$ cat src/pkg/gfl_pkg.sv
/*
 * gfl_pkg: register map, field positions, reset values and
 * enumerations shared by the four-line filtered i/o block.
 * assumes a 32-bit apb slave with one aligned word per register.
 */
package gfl_pkg;
   localparam int NLINES = 4;
   localparam int NSOFT = 4;
   localparam int SPAN_W = 16;
   localparam int CYC_W = 24;
   // clock rate in cycles per microsecond (250 mhz)
   localparam int CLK_MHZ = 250;
   localparam logic [CYC_W-1:0] CYC_PER_US = 24'h0000fa;

   // register byte offsets
   localparam logic [7:0] OFF_LINE_PICKER = 8'h00;
   localparam logic [7:0] OFF_LINE_CFG = 8'h04;
   localparam logic [7:0] OFF_LINE_STAT = 8'h08;
   localparam logic [7:0] OFF_ALL_LINES = 8'h0c;
   localparam logic [7:0] OFF_FILTER_CHOICE = 8'h10;
   localparam logic [7:0] OFF_FILTER_SPAN = 8'h14;
   localparam logic [7:0] OFF_SOFT_PICKER = 8'h18;
   localparam logic [7:0] OFF_SOFT_LEVEL = 8'h1c;
   localparam logic [7:0] OFF_SOFT_VECTOR = 8'h20;

   // line configuration field positions
   localparam int F_DIR = 0;
   localparam int F_FLIP = 1;
   localparam int F_AUX = 2;
   localparam int F_ORIGIN_LO = 4;
   localparam int F_SUB_LO = 8;
   // line status field positions
   localparam int F_LEVEL = 0;
   localparam int F_CIRCUIT_LO = 1;

   // drive origin codes
   typedef enum logic [2:0] {
      ORG_LOOPBACK = 3'h0,
      ORG_SOFT = 3'h1,
      ORG_COUNTER = 3'h2,
      ORG_LOGIC = 3'h3,
      ORG_EXPOSURE = 3'h4,
      ORG_FRAME_WAIT = 3'h5
   } gfl_origin_t;

   // circuit type codes, fixed per line
   localparam logic [1:0] CT_TRI_STATE = 2'h0;
   localparam logic [1:0] CT_OPTO = 2'h1;
   localparam logic [1:0] CT_OPEN_DRAIN = 2'h2;
   localparam logic [7:0] CIRCUIT_MAP = 8'ha0; // lines 3..0: od od tri tri
   // lines that own an auxiliary rail switch
   localparam logic [3:0] AUX_CAPABLE = 4'h4;

   // reset values
   localparam logic [2:0] ORIGIN_RST = 3'h1;
   localparam logic [SPAN_W-1:0] SPAN_RST = 16'h0000;
endpackage : gfl_pkg

$ cat src/core/gfl_gpio.sv
/*
 * gfl_gpio: four general-purpose lines with per-line direction,
 * polarity flip, deglitch then debounce input filters, selectable
 * output drive, soft output bits and an auxiliary rail switch on line 2.
 * assumes an apb master on pclk; line pins are asynchronous and
 * the internal source signals come from logic on pclk.
 */
// Decided for this implementation: the register addresses and register access over APB.
`timescale 1ns/1ps

module gfl_gpio (
   // clock and reset
   input wire logic pclk,
   input wire logic presetn,
   // apb slave
   input wire logic psel,
   input wire logic penable,
   input wire logic pwrite,
   input wire logic [31:0] paddr,
   input wire logic [31:0] pwdata,
   output logic [31:0] prdata,
   output logic pready,
   output logic pslverr,
   // connector lines
   input wire logic [3:0] line_in,
   output logic [3:0] line_out,
   output logic [3:0] line_oe,
   output logic [3:0] aux_rail_switch,
   // internal sources on pclk
   input wire logic [1:0] counter_active,
   input wire logic [1:0] logic_block_out,
   input wire logic exposure_active,
   input wire logic ready_for_frame_trigger,
   // soft outputs for internal use
   output logic [3:0] soft_output_vector
);

   typedef struct packed {
      logic [1:0] line_picker;
      logic [3:0] line_direction;
      logic [3:0] line_polarity_flip;
      logic [3:0] aux_rail;
      logic [3:0][2:0] line_drive_origin;
      logic [3:0][1:0] origin_sub;
      logic input_filter_choice;
      logic [3:0][1:0][15:0] filter_span_us;
      logic [1:0] soft_output_picker;
      logic [3:0] soft_bits;
      logic [3:0] sync1;
      logic [3:0] sync2;
      logic [3:0] dg_level;
      logic [3:0][23:0] dg_cnt;
      logic [3:0] db_level;
      logic [3:0][23:0] db_cnt;
      logic [3:0] drive;
      logic [31:0] rdata;
      logic rerr;
   } gfl_state_t;

   gfl_state_t st_r;
   gfl_state_t st_nxt;

   // cycle widths derived from the microsecond spans
   logic [3:0][23:0] dg_width;
   logic [3:0][23:0] db_width;
   logic [3:0] level;
   logic [3:0] src;
   logic [7:0] off;
   logic setup;
   logic wr_acc;

   assign off = paddr[7:0];
   assign setup = psel & ~penable;
   assign wr_acc = psel & penable & pwrite;

   // microseconds times clock rate, 16 x 8 bits fits in 24
   always_comb begin
      for (int i = 0; i < gfl_pkg::NLINES; i++) begin
         dg_width[i] = 24'({8'h00, st_r.filter_span_us[i][0]} * gfl_pkg::CYC_PER_US);
         db_width[i] = 24'({8'h00, st_r.filter_span_us[i][1]} * gfl_pkg::CYC_PER_US);
      end
   end

   // level seen on each line: driven value when output, filtered pin otherwise
   always_comb begin
      for (int i = 0; i < gfl_pkg::NLINES; i++) begin
         if (st_r.line_direction[i]) begin
            level[i] = st_r.drive[i];
         end else begin
            level[i] = st_r.db_level[i] ^ st_r.line_polarity_flip[i];
         end
      end
   end

   // drive source pick per line
   always_comb begin
      for (int i = 0; i < gfl_pkg::NLINES; i++) begin
         case (gfl_pkg::gfl_origin_t'(st_r.line_drive_origin[i]))
            gfl_pkg::ORG_LOOPBACK: src[i] = level[st_r.origin_sub[i]];
            gfl_pkg::ORG_SOFT: src[i] = st_r.soft_bits[st_r.origin_sub[i]];
            gfl_pkg::ORG_COUNTER: src[i] = counter_active[st_r.origin_sub[i][0]];
            gfl_pkg::ORG_LOGIC: src[i] = logic_block_out[st_r.origin_sub[i][0]];
            gfl_pkg::ORG_EXPOSURE: src[i] = exposure_active;
            gfl_pkg::ORG_FRAME_WAIT: src[i] = ready_for_frame_trigger;
            default: src[i] = 1'b0;
         endcase
      end
   end

   // next state: sync, filters, drive, register writes, read capture
   always_comb begin
      st_nxt = st_r;
      // pins pass two flops before any logic
      st_nxt.sync1 = line_in;
      st_nxt.sync2 = st_r.sync1;
      for (int i = 0; i < gfl_pkg::NLINES; i++) begin
         // deglitch: level must hold for the full width
         if (st_r.sync2[i] == st_r.dg_level[i]) begin
            st_nxt.dg_cnt[i] = 24'h000000;
         end else if (st_r.dg_cnt[i] + 24'h000001 >= dg_width[i]) begin
            st_nxt.dg_level[i] = st_r.sync2[i];
            st_nxt.dg_cnt[i] = 24'h000000;
         end else begin
            st_nxt.dg_cnt[i] = st_r.dg_cnt[i] + 24'h000001;
         end
         // debounce fed by deglitch: first edge passes, then a hold-off
         if (st_r.db_cnt[i] != 24'h000000) begin
            st_nxt.db_cnt[i] = st_r.db_cnt[i] - 24'h000001;
         end else if (st_r.dg_level[i] != st_r.db_level[i]) begin
            st_nxt.db_level[i] = st_r.dg_level[i];
            st_nxt.db_cnt[i] = db_width[i];
         end
         // registered drive breaks loops between loopback lines
         st_nxt.drive[i] = src[i] ^ st_r.line_polarity_flip[i];
      end

      // writes take effect at the access edge
      if (wr_acc) begin
         case (off)
            gfl_pkg::OFF_LINE_PICKER: st_nxt.line_picker = pwdata[1:0];
            gfl_pkg::OFF_LINE_CFG: begin
               st_nxt.line_direction[st_r.line_picker] = pwdata[gfl_pkg::F_DIR];
               st_nxt.line_polarity_flip[st_r.line_picker] = pwdata[gfl_pkg::F_FLIP];
               st_nxt.aux_rail[st_r.line_picker] = pwdata[gfl_pkg::F_AUX];
               st_nxt.line_drive_origin[st_r.line_picker] =
                  pwdata[gfl_pkg::F_ORIGIN_LO +: 3];
               st_nxt.origin_sub[st_r.line_picker] = pwdata[gfl_pkg::F_SUB_LO +: 2];
            end
            gfl_pkg::OFF_FILTER_CHOICE: st_nxt.input_filter_choice = pwdata[0];
            gfl_pkg::OFF_FILTER_SPAN: begin
               st_nxt.filter_span_us[st_r.line_picker][st_r.input_filter_choice] =
                  pwdata[15:0];
            end
            gfl_pkg::OFF_SOFT_PICKER: st_nxt.soft_output_picker = pwdata[1:0];
            gfl_pkg::OFF_SOFT_LEVEL: st_nxt.soft_bits[st_r.soft_output_picker] = pwdata[0];
            gfl_pkg::OFF_SOFT_VECTOR: st_nxt.soft_bits = pwdata[3:0];
            default: st_nxt.soft_bits = st_r.soft_bits; // read-only or unmapped
         endcase
      end

      // read data and error captured in setup, held through access
      if (setup) begin
         st_nxt.rdata = 32'h00000000;
         st_nxt.rerr = 1'b0;
         case (off)
            gfl_pkg::OFF_LINE_PICKER: st_nxt.rdata[1:0] = st_r.line_picker;
            gfl_pkg::OFF_LINE_CFG: begin
               st_nxt.rdata[gfl_pkg::F_DIR] = st_r.line_direction[st_r.line_picker];
               st_nxt.rdata[gfl_pkg::F_FLIP] = st_r.line_polarity_flip[st_r.line_picker];
               st_nxt.rdata[gfl_pkg::F_AUX] = st_r.aux_rail[st_r.line_picker];
               st_nxt.rdata[gfl_pkg::F_ORIGIN_LO +: 3] = st_r.line_drive_origin[st_r.line_picker];
               st_nxt.rdata[gfl_pkg::F_SUB_LO +: 2] = st_r.origin_sub[st_r.line_picker];
            end
            gfl_pkg::OFF_LINE_STAT: begin
               st_nxt.rdata[gfl_pkg::F_LEVEL] = level[st_r.line_picker];
               st_nxt.rdata[gfl_pkg::F_CIRCUIT_LO +: 2] =
                  gfl_pkg::CIRCUIT_MAP[{st_r.line_picker, 1'b0} +: 2];
            end
            gfl_pkg::OFF_ALL_LINES: st_nxt.rdata[3:0] = level;
            gfl_pkg::OFF_FILTER_CHOICE: st_nxt.rdata[0] = st_r.input_filter_choice;
            gfl_pkg::OFF_FILTER_SPAN: begin
               st_nxt.rdata[15:0] =
                  st_r.filter_span_us[st_r.line_picker][st_r.input_filter_choice];
            end
            gfl_pkg::OFF_SOFT_PICKER: st_nxt.rdata[1:0] = st_r.soft_output_picker;
            gfl_pkg::OFF_SOFT_LEVEL: st_nxt.rdata[0] = st_r.soft_bits[st_r.soft_output_picker];
            gfl_pkg::OFF_SOFT_VECTOR: st_nxt.rdata[3:0] = st_r.soft_bits;
            default: st_nxt.rerr = 1'b1; // unmapped address
         endcase
      end
   end

   // single state register
   always_ff @(posedge pclk or negedge presetn) begin
      if (!presetn) begin
         st_r <= '0;
         for (int i = 0; i < gfl_pkg::NLINES; i++) begin
            st_r.line_drive_origin[i] <= gfl_pkg::ORIGIN_RST;
            st_r.filter_span_us[i][0] <= gfl_pkg::SPAN_RST;
            st_r.filter_span_us[i][1] <= gfl_pkg::SPAN_RST;
         end
      end else begin
         st_r <= st_nxt;
      end
   end

   // apb answer: zero wait, data settled since setup
   assign pready = 1'b1;
   assign prdata = st_r.rdata;
   assign pslverr = st_r.rerr & psel & penable;

   // pins: enable only in output direction; rail only where fitted
   assign line_out = st_r.drive & st_r.line_direction;
   assign line_oe = st_r.line_direction;
   assign aux_rail_switch = st_r.aux_rail & gfl_pkg::AUX_CAPABLE;
   assign soft_output_vector = st_r.soft_bits;

endmodule : gfl_gpio

$ cat config.mk
export PLATFORM = sky130hd
export DESIGN_NAME = gfl_gpio
export DESIGN_NICKNAME = d
export VERILOG_FILES = /design/src/pkg/gfl_pkg.sv /design/src/core/gfl_gpio.sv
export SDC_FILE = /design/constraint.sdc
export NUM_CORES = 2
export LEC_CHECK = 0
export BUFFER_PORTS_ARGS = -buffer_cell sky130_fd_sc_hd__buf_2
export CAP_MARGIN = 20
export CELL_PAD_IN_SITES_DETAIL_PLACEMENT = 1
export CELL_PAD_IN_SITES_GLOBAL_PLACEMENT = 1
export CORE_MARGIN = 2
export CORE_UTILIZATION = 53
export CTS_BUF_LIST = sky130_fd_sc_hd__clkbuf_8
export CTS_CLUSTER_DIAMETER = 120
export DETAILED_ROUTE_END_ITERATION = 10
export HOLD_SLACK_MARGIN = 0.06
export PLACE_DENSITY_LB_ADDON = 0.1
export SETUP_SLACK_MARGIN = 0.02
export SKIP_LAST_GASP = 1
export SYNTH_ARGS = -nofsm -noshare
export SYNTH_HDL_FRONTEND = slang
export SYNTH_SLANG_ARGS = --single-unit
$ cat constraint.sdc
create_clock -name pclk -period 7.2 [get_ports pclk]
set_input_delay 0 -clock pclk [delete_from_list [all_inputs] [get_ports pclk]]
set_output_delay 0 -clock pclk [all_outputs]
set_load 0.005 [all_outputs]
# == Word-level counts from Yosys, hierarchy flattened ==
# Index checks and enable logic that the tools add are counted.
# classes
shifts,1
bitwise,23
order_cmp,18
n_mul,8
n_reduce_logical,32
add_sub_neg,8
n_eq_ne,36
mux,103
# ops
operator,count
$mux 24,16
$mul 16x7->23 const B,8
$bwmux 128,1
$add 24x1->24 const B,4
$ge 24x24->1,4
$reduce_bool 24->1,4
$sub 24x1->24 const B,4
$bmux 32 s2,1
$demux 32 s2,1
$mux 32,2
$mux 16,3
$mux 1,37
$eq 8x5->1 const B,4
$reduce_and 2->1,14
$bmux 1 s2,13
$eq 3x2->1 const B,8
$eq 3x3->1 const B,8
$pmux 1 s6,4
$lt 2x3->1 const B,6
$bwmux 4,4
$demux 16 s1,1
$eq 8x4->1 const B,2
$bwmux 12,1
$eq 3x1->1 const B,4
other kinds (33),75
# totals
out_inout_bits,50
elab_cells,273
ff_bits,398

# == Depth between registers and ports, before layout ==
# depth
depth_word,7
depth_mapped,26
mapped_depth_nobuf,25

# == Least setup slack after synthesis ==
# OpenSTA, ideal clock, no wires.
# synth_path
path_kind,reg-to-reg
from,register st_r[317] in the netlist's numbering
to,register st_r[188] in the netlist's numbering
setup_ps,67
path_slack_ps,1317
required_time_ps,7133
path_stages_with_launch,23
t_arrival_ps,5816
path_cell_list,dfrtp_1 inv_1 fa_1 fa_1 fa_1 fa_1 inv_1 ha_1 or3_4 a32oi_2 o21ai_2 o41ai_2 o22ai_1 or4_4 nand2_1 xor2_1 ha_1 a21o_1 a21o_1 a21oi_1 o211a_1 clkbuf_1 and3_1
# synth_rtl
element,line,source
start: declaration,gfl_gpio.sv:60,gfl_state_t st_r;
start signal: assignment,gfl_gpio.sv:203,st_r <= st_nxt;

==> metrics.txt <==
max cap viols 0; largest cells by area after synthesis dfrtp_1 23%, fa_1 20%, ha_1 15%; CP top delay family adder cells; Vias 31300; Total GRT Usage 0.2947; largest net degree at the start of global routing 117; synthesized cell area 42580 um^2; setup repair bufs after CTS 0; vias in the first global route around 34000; CP peak stage delay ~0.52 ns; TritonCTS clock tree done; Max Clock Freq around 0.15 GHz; final setup fails 0; Clk pwr share 0.451; top-area cell type share of the netlist area 0.2315; WL per Instance 21.82 um; GRT overflow 0; utilization after layout 0.5815; nets between 5000 and 6000; final WL 117000 um; Sequential Power Share 0.442; Starting Density 0.5373; clk slew on worst S/H paths about 0.060 ns; FP Rows between 100 and 150; Pwr Total about 0.0055 W; # clock sinks 398; crit-path max FO 24; Fin. Hold Viols 0; Remaining DRCs 0; RePlAce Congestion a little under 0.9; final slew viol count 0; CP Data Required Time 7.80 ns; Cell Chain, Critical Path inv_1, fa_1, fa_1, inv_1, fa_1, inv_1, fa_1, inv_1, ha_1, a21oi_1, o21ai_1, o41a_1, a21o_1, a21oi_1, xor2_1, ha_1, a21oi_1, nor2b_1, a2111oi_1, o211ai_1, a31oi_1, o211ai_1, buf_4, nor2b_1; Reg area about 10000 um^2; first-pass GRT wire length ~190000 um; Setup TNS Final 0 ns; commonest non-fill, non-tap cell in the layout inv_1; switching fraction of total power 0.2858; Top FF cell, synth dfrtp_1; DP Wirelength 91750 um; P&R area growth vs syn 8.230%; Buf+Inv Stages, Crit Path 5; Tmin final about 6.7 ns; min-delay worst type in -> reg; clock root cell clkbuf_8; Die Y ~290 um; Arr. time, crit path 7.35 ns; crit share post-route 0.9373; final setup margin between 0.4 and 0.5 ns; FF+latch count, synth 398; Worst Tran Pin Value between 1 and 1.5 ns; number of enable flip-flop cells after synthesis 0; clock latency on the worst-skew pair 0.69 ns; filler instances 8683; maximum VDD drop around 0.12 mV; router iterations before antenna repair 7; initial antenna violation count 11; setup slack at placement 0.4793 ns; share of flip-flops with an asynchronous set or reset 1.000; Yosys cell types 94; leakage power between 20 and 25 nW; Final Skew 0.04422 ns; number of buffers created by CTS slightly below 80; clock tree buffer depth 3; Setup CP Type reg -> reg; Rel. slew slack 0.2811; Ys Warns 0; Gate Count Post-Synth about 4100; sw power 0.001579 W; Power per Cell Area approximately 120 nW/um^2; Synth area leader dfrtp_1; detail-routed via count per cell 5.834; multi-input combinational cell area about 30000 um^2; startpoint types flip-flop; H-tree depth 3; die area between 80000 and 90000 um^2; Int Pwr 0.003946 W; register area share after synthesis 0.2340; Die X around 290 um; slowest cell on the critical path o41a_1; most frequent cells in the layout 594 x inv_1, 524 x ha_1, 432 x fa_1; status finished, final reports clean; Final ANT Viol Nets 0; synthesized area per cell just over 10 um^2; CP Capture Type flip-flop; Comb power frac 0.106; Core Region around 79000 um^2; layout cells sized above 1 0.1039; unrepaired setup endpoints after global routing false; I/O Pins approximately 130; 1st-iter DRT viols 1572; port bufs 68
==> cell families after synthesis <==
family	synth area share
buf+inv	0.06532
flops	0.2340
xor+xnor	0.05944
fa+ha+maj	0.3571
compound gates	0.09658
mux	0.07584
other cells	0.0001764
simple gates	0.1116
==> synthesized netlist by cell type, types with 16 or more instances <==
master	n
and3_1	82
a211oi_1	26
mux4_2	58
and4_1	20
nor3_1	78
and2_1	19
mux2i_1	29
nor4_1	26
o211ai_1	18
dfrtp_1	394
nor2b_1	80
mux2_2	139
a21oi_1	176
nand3_1	97
ha_1	524
inv_1	566
xnor2_1	165
or3_1	16
nand2_1	201
a21o_1	74
buf_2	18
nor2_1	192
buf_4	47
nand2b_1	21
o21ai_0	112
o22ai_1	32
o21a_1	19
a31oi_1	27
clkbuf_1	49
nand4_1	41
xor2_1	124
o21bai_1	22
fa_1	432
==> per-stage QoR <==
stage / cells / area, um^2 / hold WS, ns
after detailed placement: 5161 / 43840 / 0.06546
after global placement: 5160 / 43830 / 0.05840
after CTS: 5359 / 46070 / 0.06990
after floorplan: 4141 / 42650 / -0.2956
final: 5364 / 46090 / 0.1215
after global routing: 5363 / 46090 / 0.1059
==> state kept, by name, indices dropped and copies added, names as in the netlist <==
name                flops
aux_rail_switch         1
line_oe                 4
st_nxt                  4
prdata                 16
st_r                  369
soft_output_vector      4
==> timing repair <==
action / in CTS / in global routing
setup endpoints to repair: 0 / 24
hold endpoints to repair: 335 / 0
hold buffers: 54 / 0
resized for setup: 0 / 1
==> worst reg2reg max path, cell delays in order (launching register included) <==
cell	delay, ns
dfrtp_1	0.46
inv_1	0.33
fa_1	0.51
fa_1	0.51
inv_1	0.05
fa_1	0.49
inv_1	0.05
fa_1	0.47
inv_1	0.05
ha_1	0.32
a21oi_1	0.17
o21ai_1	0.16
o41a_1	0.52
a21o_1	0.22
a21oi_1	0.16
xor2_1	0.18
ha_1	0.27
a21oi_1	0.15
nor2b_1	0.08
a2111oi_1	0.45
o211ai_1	0.24
a31oi_1	0.29
o211ai_1	0.13
buf_4	0.24
nor2b_1	0.16
==> worst paths after layout <==
path | startpoint | end | slack (ns) | cells after the start
min | counter_active[0] | st_r[36] | 0.12 | 5
max in group asynchronous | presetn | st_r[413] | 5.72 | 4
max reg2reg | st_r[356] | st_r[213] | 0.45 | 24
min in group asynchronous | presetn | st_r[201] | 0.54 | 4
min reg2reg | st_nxt[240] | st_r[240] | 0.35 | 0
max | st_r[356] | st_r[213] | 0.45 | 24
==> area by class of cell <==
type	instances	area share
Tap cell	1050	0.02851
Timing Repair Buffer	144	0.02356
Multi-Input combinational cell	3057	0.6490
Clock buffer	96	0.02867
Sequential cell	398	0.2163
Clock inverter	48	0.007574
Inverter	567	0.04618
Antenna cell	4	0.0002172
==> power by group through the flow <==
stage,clock [W],sequential [W],combinational [W]
after floorplan,0,0.00245,0.000359
after global placement,0,0.00247,0.000532
after detailed placement,0,0.00248,0.000552
after CTS,0.00255,0.00244,0.000585
after global routing,0.00263,0.00246,0.000658
final,0.00249,0.00244,0.000588
==> per-layer routing <==
metal  track usage  up-vias  share of wire
li1              -    14360              -
met1        0.4147    16080           0.46
met2        0.4635      644           0.45
met3       0.05325      202          0.054
met4       0.09388       12          0.034
met5             0        -        0.00068
No activity file was read; power rests on OpenSTA's default activity.
